$ cat config.mk
export PLATFORM = sky130hd
export DESIGN_NAME = asp_serial_port
export DESIGN_NICKNAME = d
export VERILOG_FILES = /design/src/asp_pkg.sv /design/src/asp_tick_gen.sv /design/src/asp_serial_port.sv
export VERILOG_INCLUDE_DIRS = /design/src
export SDC_FILE = /design/constraint.sdc
export NUM_CORES = 1
export LEC_CHECK = 0
export ABC_CLOCK_PERIOD_IN_PS = 5000
export BUFFER_PORTS_ARGS = -buffer_cell sky130_fd_sc_hd__buf_2
export CAP_MARGIN = 20
export CORE_UTILIZATION = 45
export CTS_BUF_LIST = sky130_fd_sc_hd__clkbuf_16
export DETAILED_ROUTE_END_ITERATION = 6
export PLACE_DENSITY = 0.69
export REMOVE_ABC_BUFFERS = 1
export SYNTH_ARGS = -nofsm -noshare
export SYNTH_HDL_FRONTEND = slang
export SYNTH_SLANG_ARGS = --single-unit
$ cat constraint.sdc
create_clock -name ref_clk_in -period 5 [get_ports ref_clk_in]
set_clock_uncertainty 0.15 [all_clocks]
set_input_delay 0.5 -clock ref_clk_in [delete_from_list [all_inputs] [get_ports ref_clk_in]]
set_output_delay 0.5 -clock ref_clk_in [all_outputs]
set_load 0.1 [all_outputs]
$ cat src/asp_defs.svh
`ifndef ASP_DEFS_SVH
`define ASP_DEFS_SVH
// register byte offsets
`define ASP_OFF_CONTROL 8'h00
`define ASP_OFF_BUFFER 8'h04
`define ASP_OFF_RATE 8'h08
// control field positions
`define ASP_CTL_RXDONE 0
`define ASP_CTL_TXDONE 1
`define ASP_CTL_RXNINTH 2
`define ASP_CTL_TXNINTH 3
`define ASP_CTL_RXEN 4
`define ASP_CTL_FILTER 5
`define ASP_CTL_MODE_LO 6
`define ASP_CTL_MODE_HI 7
// rate register field positions
`define ASP_RATE_DOUBLER 0
// reset values
`define ASP_CONTROL_RESET 8'h00
`define ASP_RX_PRELOAD 9'h1FF
// timing counts
`define ASP_OVERSAMPLE 16
`define ASP_FIXED_DIV_SLOW 64
`define ASP_FIXED_DIV_FAST 32
`define ASP_TIMER_DIV 32
`endif

$ cat src/asp_pkg.sv
package asp_pkg;
  typedef enum logic [1:0]
  {
    ASP_MODE_SHIFT = 2'b00,
    ASP_MODE_VAR10 = 2'b01,
    ASP_MODE_FIX11 = 2'b10,
    ASP_MODE_VAR11 = 2'b11
  } asp_mode_type;
  typedef struct packed
  {
    logic rx_done_flag;
    logic tx_done_flag;
    logic rx_ninth_bit;
    logic tx_ninth_bit;
    logic multiproc_filter;
  } asp_flags_type;
endpackage

$ cat src/asp_tick_gen.sv
`timescale 1ns/10ps
`include "asp_defs.svh"
// produces the 16x oversample enable from the clock or baud timer overflow
module asp_tick_gen
  import asp_pkg::*;
#(
  parameter int CLK_PER_OSC = 1
)
(
  input wire logic ref_clk_in,
  input wire logic reset_in,
  input wire asp_mode_type mode_in,
  input wire logic baud_doubler_in,
  input wire logic timer_ovf_in,
  output logic tick16_out
);
  logic [6:0] pre;
  logic [6:0] limit;
  logic src;
  logic [6:0] next_pre;
  // fixed mode: osc/64 or osc/32 baud -> 16x tick every 4 or 2 osc
  // variable: overflow/32 or /16 baud -> 16x tick every 2 or 1 overflows
  assign src = (mode_in == ASP_MODE_FIX11) ? 1'b1 : timer_ovf_in; // RQ13
  assign limit = (mode_in == ASP_MODE_FIX11) ?
    (baud_doubler_in ? 7'(`ASP_FIXED_DIV_FAST / `ASP_OVERSAMPLE - 1)
                     : 7'(`ASP_FIXED_DIV_SLOW / `ASP_OVERSAMPLE - 1)) : // RQ22
    (baud_doubler_in ? 7'(`ASP_TIMER_DIV / `ASP_OVERSAMPLE / 2 - 1)
                     : 7'(`ASP_TIMER_DIV / `ASP_OVERSAMPLE - 1)); // RQ21
  assign next_pre = (pre >= limit) ? 7'h00 : pre + 7'h01;
  always_ff @(posedge ref_clk_in)
  begin
    if (reset_in)
      pre <= 7'h00;
    else if (src)
      pre <= next_pre;
  end
  assign tick16_out = src && (pre >= limit); // RQ24
endmodule

$ cat src/asp_serial_port.sv
`timescale 1ns/10ps
`include "asp_defs.svh"
//
// Summary of operation
// RQ1 - 10-bit mode: buffer write loads marker one
// RQ2 - transmit starts after next divide-by-16 rollover
// RQ3 - start bit, then data, then first shift
// RQ4 - 10-bit: zeros fill, done at tenth rollover
// RQ5 - receiver hunts falling edge at 16x rate
// RQ6 - falling edge resets counter, preloads all ones
// RQ7 - majority of samples seven, eight, nine
// RQ8 - start bit not zero restarts hunting
// RQ9 - 10-bit: nine-bit receive register, final shift
// RQ10 - 10-bit load gated by flag and filter
// RQ11 - always resume hunting; 11-bit after bit time
// RQ12 - 11-bit frame: start, eight, ninth, stop
// RQ13 - fixed rate osc/32 or /64, variable from timer
// RQ14 - 11-bit: buffer write copies transmit ninth bit
// RQ15 - 11-bit: stop inserted first, done at 11th
// RQ16 - 11-bit: nine-bit receive register, final shift
// RQ17 - 11-bit load gated by flag and filter
// RQ18 - 11-bit: stop bit value is ignored
// RQ19 - interrupt is OR of both done flags
// RQ20 - software flag writes act like hardware
// RQ21 - variable rate is overflow/32, doubled optionally
// RQ22 - fixed rate osc/64, or /32 when doubled
// RQ23 - master marks address bytes with ninth one
// RQ24 - counter advances on 16x rate enable
module asp_serial_port
  import asp_pkg::*;
(
  input wire logic ref_clk_in,
  input wire logic reset_in,
  input wire logic timer_ovf_in,
  input wire logic rxd_in,
  output logic txd_out,
  output logic serial_irq_out,
  input wire logic [7:0] s_axi_awaddr,
  input wire logic s_axi_awvalid,
  output logic s_axi_awready,
  input wire logic [31:0] s_axi_wdata,
  input wire logic [3:0] s_axi_wstrb,
  input wire logic s_axi_wvalid,
  output logic s_axi_wready,
  output logic [1:0] s_axi_bresp,
  output logic s_axi_bvalid,
  input wire logic s_axi_bready,
  input wire logic [7:0] s_axi_araddr,
  input wire logic s_axi_arvalid,
  output logic s_axi_arready,
  output logic [31:0] s_axi_rdata,
  output logic [1:0] s_axi_rresp,
  output logic s_axi_rvalid,
  input wire logic s_axi_rready
);
  // ----------------------------------------
  // register state
  // ----------------------------------------
  asp_flags_type flags;
  asp_mode_type mode;
  logic rx_enable;
  logic baud_doubler;
  logic [7:0] serial_buffer;
  logic tick16;
  // ----------------------------------------
  // bus slave
  // ----------------------------------------
  logic aw_held;
  logic w_held;
  logic [7:0] aw_addr;
  logic [31:0] w_data;
  logic w_lane0;
  logic do_write;
  logic wr_ctl;
  logic wr_buf;
  logic wr_rate;
  logic wr_ok;
  logic rd_ok;
  logic [31:0] rd_word;
  function automatic logic addr_known(input logic [7:0] a);
    addr_known = (a == `ASP_OFF_CONTROL) || (a == `ASP_OFF_BUFFER) || (a == `ASP_OFF_RATE);
  endfunction
  assign s_axi_awready = !aw_held && !s_axi_bvalid;
  assign s_axi_wready = !w_held && !s_axi_bvalid;
  assign do_write = aw_held && w_held && !s_axi_bvalid;
  assign wr_ok = addr_known(aw_addr);
  assign wr_ctl = do_write && w_lane0 && (aw_addr == `ASP_OFF_CONTROL);
  assign wr_buf = do_write && w_lane0 && (aw_addr == `ASP_OFF_BUFFER);
  assign wr_rate = do_write && w_lane0 && (aw_addr == `ASP_OFF_RATE);
  assign s_axi_arready = !s_axi_rvalid;
  assign rd_ok = addr_known(s_axi_araddr);
  assign rd_word =
    (s_axi_araddr == `ASP_OFF_CONTROL) ? {24'h000000, mode, flags.multiproc_filter, rx_enable,
      flags.tx_ninth_bit, flags.rx_ninth_bit, flags.tx_done_flag, flags.rx_done_flag} :
    (s_axi_araddr == `ASP_OFF_BUFFER) ? {24'h000000, serial_buffer} :
    (s_axi_araddr == `ASP_OFF_RATE) ? {31'h00000000, baud_doubler} : 32'h00000000;
  always_ff @(posedge ref_clk_in)
  begin
    if (reset_in)
    begin
      aw_held <= 1'b0;
      w_held <= 1'b0;
      aw_addr <= 8'h00;
      w_data <= 32'h00000000;
      w_lane0 <= 1'b0;
      s_axi_bvalid <= 1'b0;
      s_axi_bresp <= 2'h0;
    end
    else
    begin
      if (s_axi_awvalid && s_axi_awready)
      begin
        aw_held <= 1'b1;
        aw_addr <= s_axi_awaddr;
      end
      if (s_axi_wvalid && s_axi_wready)
      begin
        w_held <= 1'b1;
        w_data <= s_axi_wdata;
        w_lane0 <= s_axi_wstrb[0];
      end
      if (do_write)
      begin
        aw_held <= 1'b0;
        w_held <= 1'b0;
        s_axi_bvalid <= 1'b1;
        s_axi_bresp <= wr_ok ? 2'h0 : 2'h2;
      end
      else if (s_axi_bready)
        s_axi_bvalid <= 1'b0;
    end
  end
  always_ff @(posedge ref_clk_in)
  begin
    if (reset_in)
    begin
      s_axi_rvalid <= 1'b0;
      s_axi_rdata <= 32'h00000000;
      s_axi_rresp <= 2'h0;
    end
    else if (s_axi_arvalid && s_axi_arready)
    begin
      s_axi_rvalid <= 1'b1;
      s_axi_rdata <= rd_word;
      s_axi_rresp <= rd_ok ? 2'h0 : 2'h2;
    end
    else if (s_axi_rready)
      s_axi_rvalid <= 1'b0;
  end
  // ----------------------------------------
  // rate enable
  // ----------------------------------------
  asp_tick_gen u_tick
  (
    .ref_clk_in(ref_clk_in),
    .reset_in(reset_in),
    .mode_in(mode),
    .baud_doubler_in(baud_doubler),
    .timer_ovf_in(timer_ovf_in),
    .tick16_out(tick16)
  );
  // ----------------------------------------
  // transmitter
  // ----------------------------------------
  logic [3:0] tx_div;
  logic tx_roll;
  logic tx_pending;
  logic tx_send;
  logic tx_data_on;
  logic tx_stop_in;
  logic [8:0] tx_shift;
  logic tx_last;
  logic tx_done_set;
  logic is_eleven;
  assign is_eleven = mode[1];
  assign tx_roll = tick16 && (tx_div == 4'hF); // RQ24
  // 10-bit: marker beside MSB; 11-bit: stop beside ninth bit, rest zero
  assign tx_last = tx_data_on && tx_roll && (tx_shift[8:1] == 8'h01) && !tx_stop_in; // RQ4 RQ15
  assign tx_done_set = tx_last;
  assign txd_out = !tx_send ? 1'b1 : (tx_data_on ? tx_shift[0] : 1'b0); // RQ3
  always_ff @(posedge ref_clk_in)
  begin
    if (reset_in)
      tx_div <= 4'h0;
    else if (tick16)
      tx_div <= tx_div + 4'h1;
  end
  always_ff @(posedge ref_clk_in)
  begin
    if (reset_in)
    begin
      tx_pending <= 1'b0;
      tx_send <= 1'b0;
      tx_data_on <= 1'b0;
      tx_stop_in <= 1'b0;
      tx_shift <= 9'h1FF;
    end
    else if (wr_buf && mode != ASP_MODE_SHIFT)
    begin
      // 10-bit loads a marker one, 11-bit loads the ninth data bit
      tx_shift <= {is_eleven ? flags.tx_ninth_bit : 1'b1, w_data[7:0]}; // RQ1 RQ14
      tx_pending <= 1'b1;
      tx_send <= 1'b0;
      tx_data_on <= 1'b0;
      tx_stop_in <= is_eleven;
    end
    else if (tx_roll)
    begin
      if (tx_pending)
      begin
        tx_pending <= 1'b0;
        tx_send <= 1'b1; // RQ2
      end
      else if (tx_send && !tx_data_on)
        tx_data_on <= 1'b1; // RQ3
      else if (tx_last)
      begin
        tx_send <= 1'b0;
        tx_data_on <= 1'b0;
        tx_shift <= {1'b0, tx_shift[8:1]};
      end
      else if (tx_data_on)
      begin
        // first 11-bit shift inserts the stop bit, then zeros
        tx_shift <= {tx_stop_in, tx_shift[8:1]}; // RQ4 RQ15 RQ12
        tx_stop_in <= 1'b0;
      end
    end
  end
  // ----------------------------------------
  // receiver
  // ----------------------------------------
  logic [3:0] rx_div;
  logic rx_busy;
  logic rx_prev;
  logic [2:0] rx_samp;
  logic rx_major;
  logic rx_first;
  logic [8:0] rx_shift;
  logic rx_tail;
  logic rx_start_edge;
  logic rx_bit_end;
  logic rx_final;
  logic rx_accept;
  logic rx_done_set;
  assign rx_start_edge = tick16 && !rx_busy && rx_enable && rx_prev && !rxd_in; // RQ5
  assign rx_bit_end = tick16 && rx_busy && (rx_div == 4'hF);
  assign rx_major = (rx_samp[0] & rx_samp[1]) | (rx_samp[0] & rx_samp[2])
    | (rx_samp[1] & rx_samp[2]); // RQ7
  assign rx_final = rx_bit_end && !rx_first && !rx_tail && !rx_shift[0]; // RQ9 RQ16
  // 10-bit tests the stop bit, 11-bit the ninth bit; 11-bit stop ignored
  assign rx_accept = !flags.rx_done_flag && (!flags.multiproc_filter || rx_major); // RQ10 RQ17 RQ18
  assign rx_done_set = rx_final && rx_accept;
  always_ff @(posedge ref_clk_in)
  begin
    if (reset_in)
    begin
      rx_div <= 4'h0;
      rx_busy <= 1'b0;
      rx_prev <= 1'b1;
      rx_samp <= 3'h7;
      rx_first <= 1'b0;
      rx_tail <= 1'b0;
      rx_shift <= `ASP_RX_PRELOAD;
    end
    else if (tick16)
    begin
      rx_prev <= rxd_in;
      if (rx_start_edge)
      begin
        rx_busy <= 1'b1;
        rx_div <= 4'h0; // RQ6
        rx_shift <= `ASP_RX_PRELOAD; // RQ6
        rx_first <= 1'b1;
        rx_tail <= 1'b0;
      end
      else if (rx_busy)
      begin
        rx_div <= rx_div + 4'h1;
        if (rx_div >= 4'h6 && rx_div <= 4'h8)
          rx_samp <= {rx_samp[1:0], rxd_in}; // RQ7
        if (rx_div == 4'hF)
        begin
          if (rx_first && rx_major)
            rx_busy <= 1'b0; // RQ8
          else if (rx_tail)
            rx_busy <= 1'b0; // RQ11
          else if (rx_final)
          begin
            rx_shift <= {rx_major, rx_shift[8:1]};
            rx_tail <= is_eleven;
            rx_busy <= is_eleven; // RQ11
          end
          else
            rx_shift <= {rx_major, rx_shift[8:1]}; // RQ8
          rx_first <= 1'b0;
        end
      end
    end
  end
  // ----------------------------------------
  // flags and buffer
  // ----------------------------------------
  always_ff @(posedge ref_clk_in)
  begin
    if (reset_in)
    begin
      flags <= asp_flags_type'(5'h00);
      mode <= ASP_MODE_SHIFT;
      rx_enable <= 1'b0;
      baud_doubler <= 1'b0; // RQ22
      serial_buffer <= 8'h00;
    end
    else
    begin
      if (wr_ctl)
      begin
        flags.rx_done_flag <= w_data[`ASP_CTL_RXDONE]; // RQ20
        flags.tx_done_flag <= w_data[`ASP_CTL_TXDONE]; // RQ20
        flags.rx_ninth_bit <= w_data[`ASP_CTL_RXNINTH];
        flags.tx_ninth_bit <= w_data[`ASP_CTL_TXNINTH];
        rx_enable <= w_data[`ASP_CTL_RXEN];
        flags.multiproc_filter <= w_data[`ASP_CTL_FILTER];
        mode <= asp_mode_type'(w_data[`ASP_CTL_MODE_HI:`ASP_CTL_MODE_LO]);
      end
      if (wr_rate)
        baud_doubler <= w_data[`ASP_RATE_DOUBLER];
      // hardware sets win over a same-cycle clear; never cleared here
      if (tx_done_set)
        flags.tx_done_flag <= 1'b1; // RQ4 RQ15 RQ19
      if (rx_done_set)
      begin
        flags.rx_done_flag <= 1'b1; // RQ10 RQ17
        flags.rx_ninth_bit <= rx_major; // RQ10 RQ17
        serial_buffer <= rx_shift[8:1]; // RQ10 RQ17 RQ12
      end
    end
  end
  assign serial_irq_out = flags.rx_done_flag | flags.tx_done_flag; // RQ19 RQ20
  // ----------------------------------------
  // checks
  // ----------------------------------------
  irq_or_flags_a: assert property (@(posedge ref_clk_in) disable iff (reset_in)
    serial_irq_out == (flags.rx_done_flag || flags.tx_done_flag)) // RQ19
    else $error("irq not OR of flags");
  tx_done_hold_a: assert property (@(posedge ref_clk_in) disable iff (reset_in)
    flags.tx_done_flag && !wr_ctl |=> flags.tx_done_flag) // RQ19
    else $error("tx done cleared by hardware");
  rx_gate_a: assert property (@(posedge ref_clk_in) disable iff (reset_in)
    rx_final && flags.rx_done_flag && !wr_ctl |=> $stable(serial_buffer)) // RQ10
    else $error("buffer loaded while rx done set");
  rx_load_a: assert property (@(posedge ref_clk_in) disable iff (reset_in)
    rx_done_set |=> flags.rx_done_flag && flags.rx_ninth_bit == $past(rx_major)) // RQ17
    else $error("rx load wrong");
  rx_preload_a: assert property (@(posedge ref_clk_in) disable iff (reset_in)
    rx_start_edge |=> rx_shift == 9'h1FF && rx_div == 4'h0) // RQ6
    else $error("rx preload missing");
  start_reject_a: assert property (@(posedge ref_clk_in) disable iff (reset_in)
    rx_bit_end && rx_first && rx_major |=> !rx_busy) // RQ8
    else $error("bad start not rejected");
  tx_start_low_a: assert property (@(posedge ref_clk_in) disable iff (reset_in)
    tx_roll && tx_pending && !wr_buf |=> !txd_out && tx_send) // RQ2
    else $error("start bit not driven");
  tx_idle_high_a: assert property (@(posedge ref_clk_in) disable iff (reset_in)
    !tx_send |-> txd_out) // RQ3
    else $error("idle line not high");
  tx_end_a: assert property (@(posedge ref_clk_in) disable iff (reset_in)
    tx_last && !wr_buf |=> !tx_send && flags.tx_done_flag) // RQ4
    else $error("tx end wrong");
endmodule

-- Word level (Yosys, flattened, before mapping)
Index checks and enable logic that the tools add are counted.
- add/sub/neg operators: 3
- multipliers: 0
- div/mod/pow operators: 0
- magnitude comparators: 3
- eq/ne operators: 14
- shift operators: 0
- mux-type cells: 61
- bitwise gates (word level): 8
- reduce and logical (&&, ||, !) cells: 74
- operators with widths (kind ; count):
    $mux 9 ; 11
    $mux 1 ; 40
    $logic_and 1x1->1 ; 31
    $reduce_bool 2->1 ; 11
    $eq 8x3->1 const B ; 2
    $eq 8x4->1 const B ; 2
    $logic_not 8->1 ; 2
    $mux 8 ; 2
    $mux 7 ; 2
    $logic_not 1->1 ; 13
    $reduce_and 4->1 ; 3
    $reduce_and 5->1 ; 2
    $reduce_and 3->1 ; 3
    $add 4x1->4 const B ; 2
    $eq 4x4->1 const B ; 2
    $eq 8x1->1 const B ; 1
    $mux 4 ; 2
    $add 7x1->7 const B ; 1
    $ge 7x7->1 ; 1
    $mux 2 ; 3
    $ne 2x1->1 const B ; 3
    $ne 2x2->1 const B ; 3
    $logic_or 1x1->1 ; 5
    $mux 5 ; 1
    9 further kinds ; 15
- flip-flop bits (word level): 118
- latch bits: 0
- bits in writable memories: 0
- bits in read-only memories: 0
- bits of input ports: 61
- word-level logic and storage cells: 196
- memories kept: 0

-- Longest topological paths before layout
Gate-level depths: netlist of run 1.
- depth in word-level cells: 15
- depth in mapped cells: 9
- mapped depth without buffers: 8

-- Cells and area by module
A second synthesis of run 1 with hierarchy kept.
- cell total of the unflattened synthesis: 482
- area, all modules: 4306.6 µm²
- by module, submodules not included (module ; instances ; cells each ; area each (µm²) ; seq. area each (µm²)):
    asp_serial_port ; 1 ; 439 ; 3888.7 ; 1701.6
    asp_tick_gen ; 1 ; 43 ; 417.9 ; 140.1

-- Least setup slack after synthesis of run 1
No wires, ideal clock.
- kind: flip-flop to flip-flop
- start point: register s_axi_bvalid
- end point: register aw_addr[0]
- setup time: 0.132 ns
- data arrival time: 2.804 ns
- data required time: 4.718 ns
- path slack: 1.913 ns
- cell stages (with the launch flop): 5
- buffers on the path: 0
- period minus slack after synthesis: 3.087 ns
- cells stage by stage: dfxtp_1 nor2_1 nand2_1 nand2_1 a21oi_1
- cells in the longest elaborated chain, start to end: 3
- RTL lines (item ; RTL line ; source):
    from (decl) ; asp_serial_port.sv:46 ; output logic s_axi_bvalid,
    from (signal assigned) ; asp_serial_port.sv:106 ; s_axi_bvalid <= 1'b0;
    from (signal assigned) ; asp_serial_port.sv:126 ; s_axi_bvalid <= 1'b1;
    from (signal assigned) ; asp_serial_port.sv:130 ; s_axi_bvalid <= 1'b0;
    $logic_not 1->1 ; asp_serial_port.sv:83 ; assign s_axi_awready = !aw_held && !s_axi_bvalid;
    $logic_and 1x1->1 ; asp_serial_port.sv:83 ;
    via s_axi_awready ; asp_serial_port.sv:40 ; output logic s_axi_awready,
    $logic_and 1x1->1 ; asp_serial_port.sv:111 ; if (s_axi_awvalid && s_axi_awready)
    to (signal assigned) ; asp_serial_port.sv:114 ; aw_addr <= s_axi_awaddr;
    to (decl) ; asp_serial_port.sv:70 ; logic [7:0] aw_addr;
The timed path passes the listed nets, and every way through them passes these cells.
A chain may end at the register's enable or synchronous reset.

-- Final worst setup path of run 1
- start point: register mode[1]
- end point: register tx_shift[5]
- cells in the longest elaborated chain, start to end: 13
- RTL lines (item ; RTL line ; source):
    from (decl) ; asp_serial_port.sv:60 ; asp_mode_type mode;
    from (signal assigned) ; asp_serial_port.sv:324 ; mode <= asp_mode_type'(w_data[`ASP_CTL_MODE_HI:`ASP_CTL_MODE_LO]);
    $eq 2x2->1 ; asp_tick_gen.sv:23, asp_tick_gen.sv:24 ;
    $mux 7 ; asp_tick_gen.sv:24 ; assign limit = (mode_in == ASP_MODE_FIX11) ?
    $ge 7x7->1 ; asp_tick_gen.sv:37 ; assign tick16_out = src && (pre >= limit);
    $logic_and 1x1->1 ; asp_tick_gen.sv:37 ;
    $logic_and 1x1->1 ; asp_serial_port.sv:176 ; assign tx_roll = tick16 && (tx_div == 4'hF);
    $logic_and 1x1->1 (3 in series) ; asp_serial_port.sv:178 ; assign tx_last = tx_data_on && tx_roll && (tx_shift[8:1] == 8'h01) && !tx_stop_in;
    $mux 9 ; asp_serial_port.sv:216 ; else if (tx_last)
    $mux 9 ; asp_serial_port.sv:214 ; else if (tx_send && !tx_data_on)
    $mux 9 ; asp_serial_port.sv:209 ; if (tx_pending)
    $mux 9 ; asp_serial_port.sv:207 ; else if (tx_roll)
    $mux 9 ; asp_serial_port.sv:198 ; else if (wr_buf && mode != ASP_MODE_SHIFT)
    to (signal assigned) ; asp_serial_port.sv:201 ; tx_shift <= {is_eleven ? flags.tx_ninth_bit : 1'b1, w_data[7:0]};
    to (signal assigned) ; asp_serial_port.sv:220 ; tx_shift <= {1'b0, tx_shift[8:1]};
    to (signal assigned) ; asp_serial_port.sv:225 ; tx_shift <= {tx_stop_in, tx_shift[8:1]};
    to (decl) ; asp_serial_port.sv:171 ; logic [8:0] tx_shift;
Parallel ways exist; a longest one is shown, timed or not. The select of a mux whose other input is x is not followed.

==> reports/qor.json, run 1 <==
{
  "route.detailed.wl_per_inst_microns": 13.64,
  "postRouteWirelength_mm": 8.528,
  "dr.first_iter.drc_count": 175,
  "synth-edff-count": 0,
  "cpLargestDelayFamily": "simple AND/OR/NAND/NOR gates",
  "worst-r2r-setup-slack_ns": 1.94,
  "floorplan.initialDensity_pct": 47.12,
  "top_signal_layer_used": "met4",
  "ios": 104,
  "yosysTopAreaCellShare_pct": 44.18,
  "portBuffers": 50,
  "r2r.worst_path.cells": 7,
  "post-route-worst-setup-slack_ns": 1.945,
  "dpl_cell_area_sq_um": 4398,
  "min_delay_path_depth": 3,
  "dr.pass1.iters": 7,
  "synthesis.instances": 469,
  "num_vias": 3362,
  "insertion_delay_ns": 0.34,
  "timing.critical_path.to_type": "register",
  "library_cell_occupying_the_most_area_in_the_post_synthesis_netlist": "sky130_fd_sc_hd__dfxtp_1",
  "m1WireLength_mm": 3.949,
  "holdCritStartpoint": "s_axi_awaddr[3]",
  "cp-startpoint": "mode[1]",
  "postSynth.topFlopCell": "sky130_fd_sc_hd__dfxtp_1",
  "setup.worst_path.class": "reg2reg",
  "timing.rr.end": "tx_shift[5]",
  "area.growth.synth_to_final_pct": 13.03,
  "root_buffer": "sky130_fd_sc_hd__clkbuf_16",
  "clkTransAtPathRegs_ns": 0.07,
  "maxClockFrequency_mhz": 327.3,
  "critical_path.startpoint_type": "register",
  "cts.hold.buffers_added": 0,
  "global_route_wire_length_before_repair_mm": 14.32,
  "drcViolationCount": 0,
  "finalMaxSlewViolations": 0,
  "vias_per_cell": 5.379,
  "mostFrequentLayoutCells": "92 x sky130_fd_sc_hd__dfxtp_1, 59 x sky130_fd_sc_hd__nor2_1, 50 x sky130_fd_sc_hd__buf_2",
  "antenna-diode-count": 0,
  "grt_start_max_net_pins": 70,
  "cts_tree": "built",
  "htree_levels": 3,
  "max_slew_margin_pct": 35.69,
  "nNetsFinal": 580,
  "async_flop_share_pct": 0,
  "post_cts_resize_count": 0,
  "finalHoldViolations": 0,
  "critical_path.n_buffers_inverters": 0,
  "grt.total_usage_pct": 18.63,
  "cp_max_delay_cell": "sky130_fd_sc_hd__a2111oi_4",
  "netlist_area_sq_um": 4169,
  "placeableCoreArea_sq_um": 8848,
  "power_density_over_the_cells_nw_per_um2": 366.7,
  "cts.sink_count": 92,
  "yosysWarningCount": 0,
  "drv.max_cap_violation_count": 0,
  "synth_cell_type_count": 54,
  "grt-ovfl-total": 0,
  "place.detailed.hpwl_mm": 6.011,
  "peakVddDrop_v": 0.0002319,
  "count_of_nets_left_with_antenna_violations_after_detail_routing": 0,
  "sequential_cell_area_fraction_in_the_yosys_report_pct": 44.18,
  "via_count_of_the_first_global_routing_pass": 3065,
  "pre_cts_slack_ns": 1.981,
  "die_area_sq_um": 9653,
  "tritoncts.num_buffers": 9,
  "postCtsSetupBuffers": 0,
  "die_height_microns": 98.25,
  "worstMarginPinSlew_ns": 0.9611,
  "ctsLongestPathBuffers": 2,
  "setup_viol": 0,
  "grt_antenna_before_repair": 0,
  "ys_seq_elements": 92,
  "floorplan.die.width_microns": 98.25,
  "cp_cell_sequence": "and2b_1 -> nand2b_1 -> ha_1 -> a2111oi_4 -> nor3_2 -> nor4_1 -> nor3_1",
  "met3_wirelength_microns": 390,
  "p_leak_nw": 1.903,
  "timing.rr.start": "mode[1]",
  "largest_cells_by_area_after_synthesis": "sky130_fd_sc_hd__dfxtp_1 44%, sky130_fd_sc_hd__mux2i_1 8.6%, sky130_fd_sc_hd__nor2_1 5.3%",
  "placementRows": 34,
  "crit_path_max_fanout": 17,
  "drive_above_1_share_pct": 15.28,
  "final_design_area_no_fill_sq_um": 4712,
  "totalNegativeSetupSlack_ns": 0,
  "timing.hold.worst_endpoint": "aw_addr[3]",
  "final_replace_weighted_congestion": 0.7719,
  "run_status": "complete, no violations",
  "min_period_over_period_pct": 61.10,
  "worst_hold_slack_ns": 0.2414,
  "met2WireLength_mm": 4.058,
  "synth.avg_cell_area_sq_um": 8.889,
  "min_period_ns": 3.055,
  "crit_path_max_incr_delay_ns": 0.85,
  "final_common_cell": "sky130_fd_sc_hd__dfxtp_1",
  "critPathRequiredTime_ns": 5.07,
  "cp.arrival_ns": 3.13,
  "rsz0062_at_grt": "false",
  "holdCritPathClass": "in2reg"
}
## worst reg2reg max path: cells and delay by family, from the launching register on
kind | cells | cell delay (ns)
AOI/OAI and AO/OA | 1 | 0.85
and+or+nand+nor | 5 | 1.08
adders and majority gates | 1 | 0.35
DFF | 1 | 0.52
## metal layers
metal / vias up / GRT usage (%)
met3: 11 / 4.223
met2: 80 / 31.69
met1: 1577 / 22.96
met5: - / 0
met4: 0 / 7.118
li1: 1694 / -
## stage by stage
step	cells	utilization (%)	power, W
after floorplan	449	-	0.0009704
after global placement	610	49.70	0.001019
after detailed placement	610	49.70	0.001022
after CTS	625	53.25	0.001738
after global routing	625	53.25	0.001787
final	625	53.25	0.001728
## cell type report
type	instances	area, sq um
multi-input cells	336	2069
flip-flops and latches	92	1842
repair buffers	53	272.8
inverters	21	78.83
fillers	819	4136
clock buffers	9	225.2
clock inverters	6	88.84
well taps	108	135.1
## synth_stat cells, types with 2 or more instances
cell	count
sky130_fd_sc_hd__o21ai_1	2
sky130_fd_sc_hd__dfxtp_1	92
sky130_fd_sc_hd__o21ai_0	8
sky130_fd_sc_hd__and3_1	3
sky130_fd_sc_hd__nand3_1	5
sky130_fd_sc_hd__a31o_2	2
sky130_fd_sc_hd__a211o_1	4
sky130_fd_sc_hd__clkbuf_1	10
sky130_fd_sc_hd__inv_1	21
sky130_fd_sc_hd__nor2b_1	5
sky130_fd_sc_hd__or3_1	4
sky130_fd_sc_hd__nor4_1	20
sky130_fd_sc_hd__and4_1	2
sky130_fd_sc_hd__a22oi_1	2
sky130_fd_sc_hd__or4_4	2
sky130_fd_sc_hd__xor2_1	3
sky130_fd_sc_hd__a31oi_1	5
sky130_fd_sc_hd__nand4_1	3
sky130_fd_sc_hd__nor2_1	59
sky130_fd_sc_hd__a311oi_1	2
sky130_fd_sc_hd__a21oi_1	20
sky130_fd_sc_hd__o2111ai_1	2
sky130_fd_sc_hd__a222oi_1	7
sky130_fd_sc_hd__or2_2	3
sky130_fd_sc_hd__mux2i_1	36
sky130_fd_sc_hd__nand2b_1	9
sky130_fd_sc_hd__ha_1	6
sky130_fd_sc_hd__nor3_1	24
sky130_fd_sc_hd__xnor2_1	7
sky130_fd_sc_hd__a211oi_1	2
sky130_fd_sc_hd__nand2_1	42
sky130_fd_sc_hd__nor4b_1	5
sky130_fd_sc_hd__buf_4	27
sky130_fd_sc_hd__buf_2	5
## flip-flops by register name, summed over array words and instances, names as in the netlist, 5 cells and up
signal,count
rx_shift,9
w_data,8
tx_shift,9
serial_buffer,8
u_tick.pre,7
aw_addr,8
flags,5
s_axi_rdata,8
## cells by family after synthesis
group           synth area share (%)
simple gates                   23.68
flops                          44.18
buf+inv                        8.733
compound gates                 10.53
mux                            8.644
xor+xnor                       2.101
fa+ha+maj                      2.041
other cells                  0.08995
## power by group
part | total (W) | switching (W) | internal [W]
combinational | 0.000238 | 0.000190 | 0.0000485
clock | 0.000722 | 0.000286 | 0.000437
sequential | 0.000767 | 0.0000158 | 0.000751
total | 0.00173 | 0.000491 | 0.00124
## worst max-delay path by stage
stage / end / slack [ns] / depth (start not counted)
6_report: tx_shift[5] / 1.94 / 7
5_1_grt: tx_shift[0] / 1.62 / 7
4_1_cts: tx_shift[5] / 1.93 / 7
3_5_place_dp: tx_shift[5] / 1.98 / 8
3_3_place_gp: tx_stop_in / 2.01 / 8
2_1_floorplan: rx_shift[0] / 1.07 / 7
No activity file was read; power rests on OpenSTA's default activity.
==> inputs of run 2 (changes only) <==
ABC_AREA = 1   (was not set)
ABC_CLOCK_PERIOD_IN_PS = 3100   (was 5000)
clock period = 3.1 ns   (was 5 ns; I/O delays follow)
==> run 2 against run 1 <==
Effect of this change: the run now ends with design-rule violations left; wire length fell by 2.4%; synthesized area rose by 0.24%; core utilization fell by 0.30 points; largest power group unchanged; clock power rose by 48%; sequential share of layout area rose by 0.22 points; combinational power rose by 82%; critical path depth rose by 8; first-iteration DRC count fell by 22%; design area fell by 0.56%; worst hold slack got worse by 0.17 ns; register-to-register slack got worse by 1.4 ns.
==> reports/qor.json, run 2 <==
{
  "floorplan.die.width_microns": 98.37,
  "failed_checks": "design-rule violations",
  "min_delay_path_depth": 3,
  "grt_antenna_before_repair": 0,
  "synth.avg_cell_area_sq_um": 7.543,
  "vias_per_cell": 4.892,
  "post_cts_resize_count": 0,
  "worstMarginPinSlew_ns": 0.9338,
  "finalMaxSlewViolations": 0,
  "portBuffers": 50,
  "yosysWarningCount": 0,
  "place.detailed.hpwl_mm": 6.050,
  "ios": 104,
  "route.detailed.wl_per_inst_microns": 11.66,
  "count_of_nets_left_with_antenna_violations_after_detail_routing": 0,
  "totalNegativeSetupSlack_ns": 0,
  "drv.max_cap_violation_count": 0,
  "crit_path_max_fanout": 11,
  "dr.first_iter.drc_count": 136,
  "library_cell_occupying_the_most_area_in_the_post_synthesis_netlist": "sky130_fd_sc_hd__dfxtp_1",
  "yosysTopAreaCellShare_pct": 44.07,
  "placementRows": 34,
  "setup.worst_path.class": "reg2reg",
  "via_count_of_the_first_global_routing_pass": 3253,
  "cts.hold.buffers_added": 0,
  "postRouteWirelength_mm": 8.326,
  "critical_path.startpoint_type": "register",
  "max_slew_margin_pct": 37.47,
  "largest_cells_by_area_after_synthesis": "sky130_fd_sc_hd__dfxtp_1 44%, sky130_fd_sc_hd__nand2_1 8.5%, sky130_fd_sc_hd__o21ai_0 5.6%",
  "post-place-cells": 698,
  "cts.sink_count": 92,
  "htree_levels": 3,
  "ys_seq_elements": 92,
  "r2r.worst_path.cells": 15,
  "grt-ovfl-total": 0,
  "die_area_sq_um": 9676,
  "cp.arrival_ns": 2.58,
  "dpl_cell_area_sq_um": 4394,
  "min_period_ns": 2.512,
  "netlist_area_sq_um": 4179,
  "ctsLongestPathBuffers": 2,
  "async_flop_share_pct": 0,
  "setup_viol": 0,
  "insertion_delay_ns": 0.34,
  "layout.cells.non_filler": 714,
  "worst_hold_slack_ns": 0.07139,
  "drcViolationCount": 8,
  "placeableCoreArea_sq_um": 8848,
  "rsz0062_at_grt": "false",
  "mostFrequentLayoutCells": "95 x sky130_fd_sc_hd__nand2_1, 92 x sky130_fd_sc_hd__dfxtp_1, 59 x sky130_fd_sc_hd__inv_1, 59 x sky130_fd_sc_hd__nor2_1, 50 x sky130_fd_sc_hd__buf_2",
  "synth_cell_type_count": 39,
  "yosys.cell_count.top_type": "sky130_fd_sc_hd__nand2_1",
  "tritoncts.num_buffers": 9,
  "maxClockFrequency_mhz": 398.0,
  "area.growth.synth_to_final_pct": 12.13,
  "timing.critical_path.to_type": "register",
  "critPathRequiredTime_ns": 3.16,
  "postSynth.topFlopCell": "sky130_fd_sc_hd__dfxtp_1",
  "run_status": "finished, violations left",
  "holdCritPathClass": "in2reg",
  "synthesis.instances": 554,
  "final_common_cell": "sky130_fd_sc_hd__nand2_1",
  "dr.pass1.iters": 7,
  "finalHoldViolations": 0,
  "global_route_wire_length_before_repair_mm": 14.48,
  "cts_tree": "built",
  "antenna-diode-count": 0,
  "final_design_area_no_fill_sq_um": 4686,
  "clkTransAtPathRegs_ns": 0.06,
  "grt_start_max_net_pins": 35,
  "p_leak_nw": 2.211,
  "postCtsSetupBuffers": 0,
  "die_height_microns": 98.37,
  "nNetsFinal": 668,
  "min_period_over_period_pct": 81.04,
  "fin_total_pwr_w": 0.002749,
  "grt.total_usage_pct": 18.57,
  "synth-edff-count": 0,
  "power_density_over_the_cells_nw_per_um2": 586.6,
  "root_buffer": "sky130_fd_sc_hd__clkbuf_16",
  "drive_above_1_share_pct": 15.68,
  "num_vias": 3493,
  "final_replace_weighted_congestion": 0.7924,
  "peakVddDrop_v": 0.0002628,
  "synth_common_cells": "95 x sky130_fd_sc_hd__nand2_1, 92 x sky130_fd_sc_hd__dfxtp_1, 59 x sky130_fd_sc_hd__inv_1, 59 x sky130_fd_sc_hd__nor2_1, 47 x sky130_fd_sc_hd__o21ai_0",
  "biggestRegsByFlops": "rx_shift: 9 flops, tx_shift: 9 flops",
  "floorplan.initialDensity_pct": 47.23,
  "sequential_cell_area_fraction_in_the_yosys_report_pct": 44.07
}
run 2: changes by cell type after synthesis, sizes merged, moves of 6 or more:
cell,change
nand2,+64
nor2,+6
o21ai,+37
o221ai,+6
nand2b,-9
mux2i,-36
inv,+41
nand3,+40
nor4,-18
a21oi,+23
o211ai,+10
xnor2,-7
a222oi,-7
nor3,-18
run 2: cell families after synthesis:
family	Yosys count	share of synthesized area [%]
fa+ha+maj	7	2.066
flops	92	44.07
xor+xnor	1	0.2096
other cells	1	0.08973
buf+inv	104	12.36
simple gates	235	25.87
compound gates	114	15.33
run 2: cell type report:
type | instances | area [sq um]
multi-input cells | 383 | 1914
clock inverters | 7 | 66.31
clock buffers | 9 | 225.2
flip-flops and latches | 92 | 1842
repair buffers | 52 | 265.3
fillers | 880 | 4163
well taps | 108 | 135.1
inverters | 63 | 237.7
run 2: final timing paths:
path	startpoint	to	slack, ns
max	mode[1]	tx_shift[8]	0.59
min	s_axi_awaddr[0]	aw_addr[0]	0.07
max reg2reg	mode[1]	tx_shift[8]	0.59
min reg2reg	u_tick.pre[6]	u_tick.pre[6]	0.29
run 2: per-layer routing:
metal	GRT usage, %	wire length, microns	part of all wire, %
met1	23.55	3969	48
met2	30.99	3870	46
met3	4.009	337	4.0
met4	7.003	148	1.8
met5	0	0	0
run 2: per-stage QoR:
| step | worst slack [ns] | util, % |
|---|---|---|
| after global routing | 0.3525 | 52.96 |
| after floorplan | -0.2965 | - |
| after detailed placement | 0.5941 | 49.66 |
| after CTS | 0.5751 | 52.96 |
| after global placement | 0.6094 | 49.66 |
| final | 0.5877 | 52.96 |
run 2: where the power goes:
group / internal, W / switching, W
clock: 0.000620 / 0.000446
sequential: 0.00122 / 0.0000232
combinational: 0.0000717 / 0.000362
total: 0.00192 / 0.000832
run 2: critical path, stage by stage, from the launching register on:
cell,delay [ns]
sky130_fd_sc_hd__dfxtp_1,0.42
sky130_fd_sc_hd__nand2_2,0.12
sky130_fd_sc_hd__or2_2,0.29
sky130_fd_sc_hd__ha_1,0.19
sky130_fd_sc_hd__nor2_1,0.08
sky130_fd_sc_hd__nand2_1,0.05
sky130_fd_sc_hd__nor2_1,0.08
sky130_fd_sc_hd__nand2_1,0.12
sky130_fd_sc_hd__nand2_4,0.13
sky130_fd_sc_hd__inv_2,0.08
sky130_fd_sc_hd__nand2_4,0.09
sky130_fd_sc_hd__nor2_4,0.05
sky130_fd_sc_hd__nand2_4,0.13
sky130_fd_sc_hd__nand2_2,0.15
sky130_fd_sc_hd__o211ai_1,0.16
sky130_fd_sc_hd__nand3_1,0.08
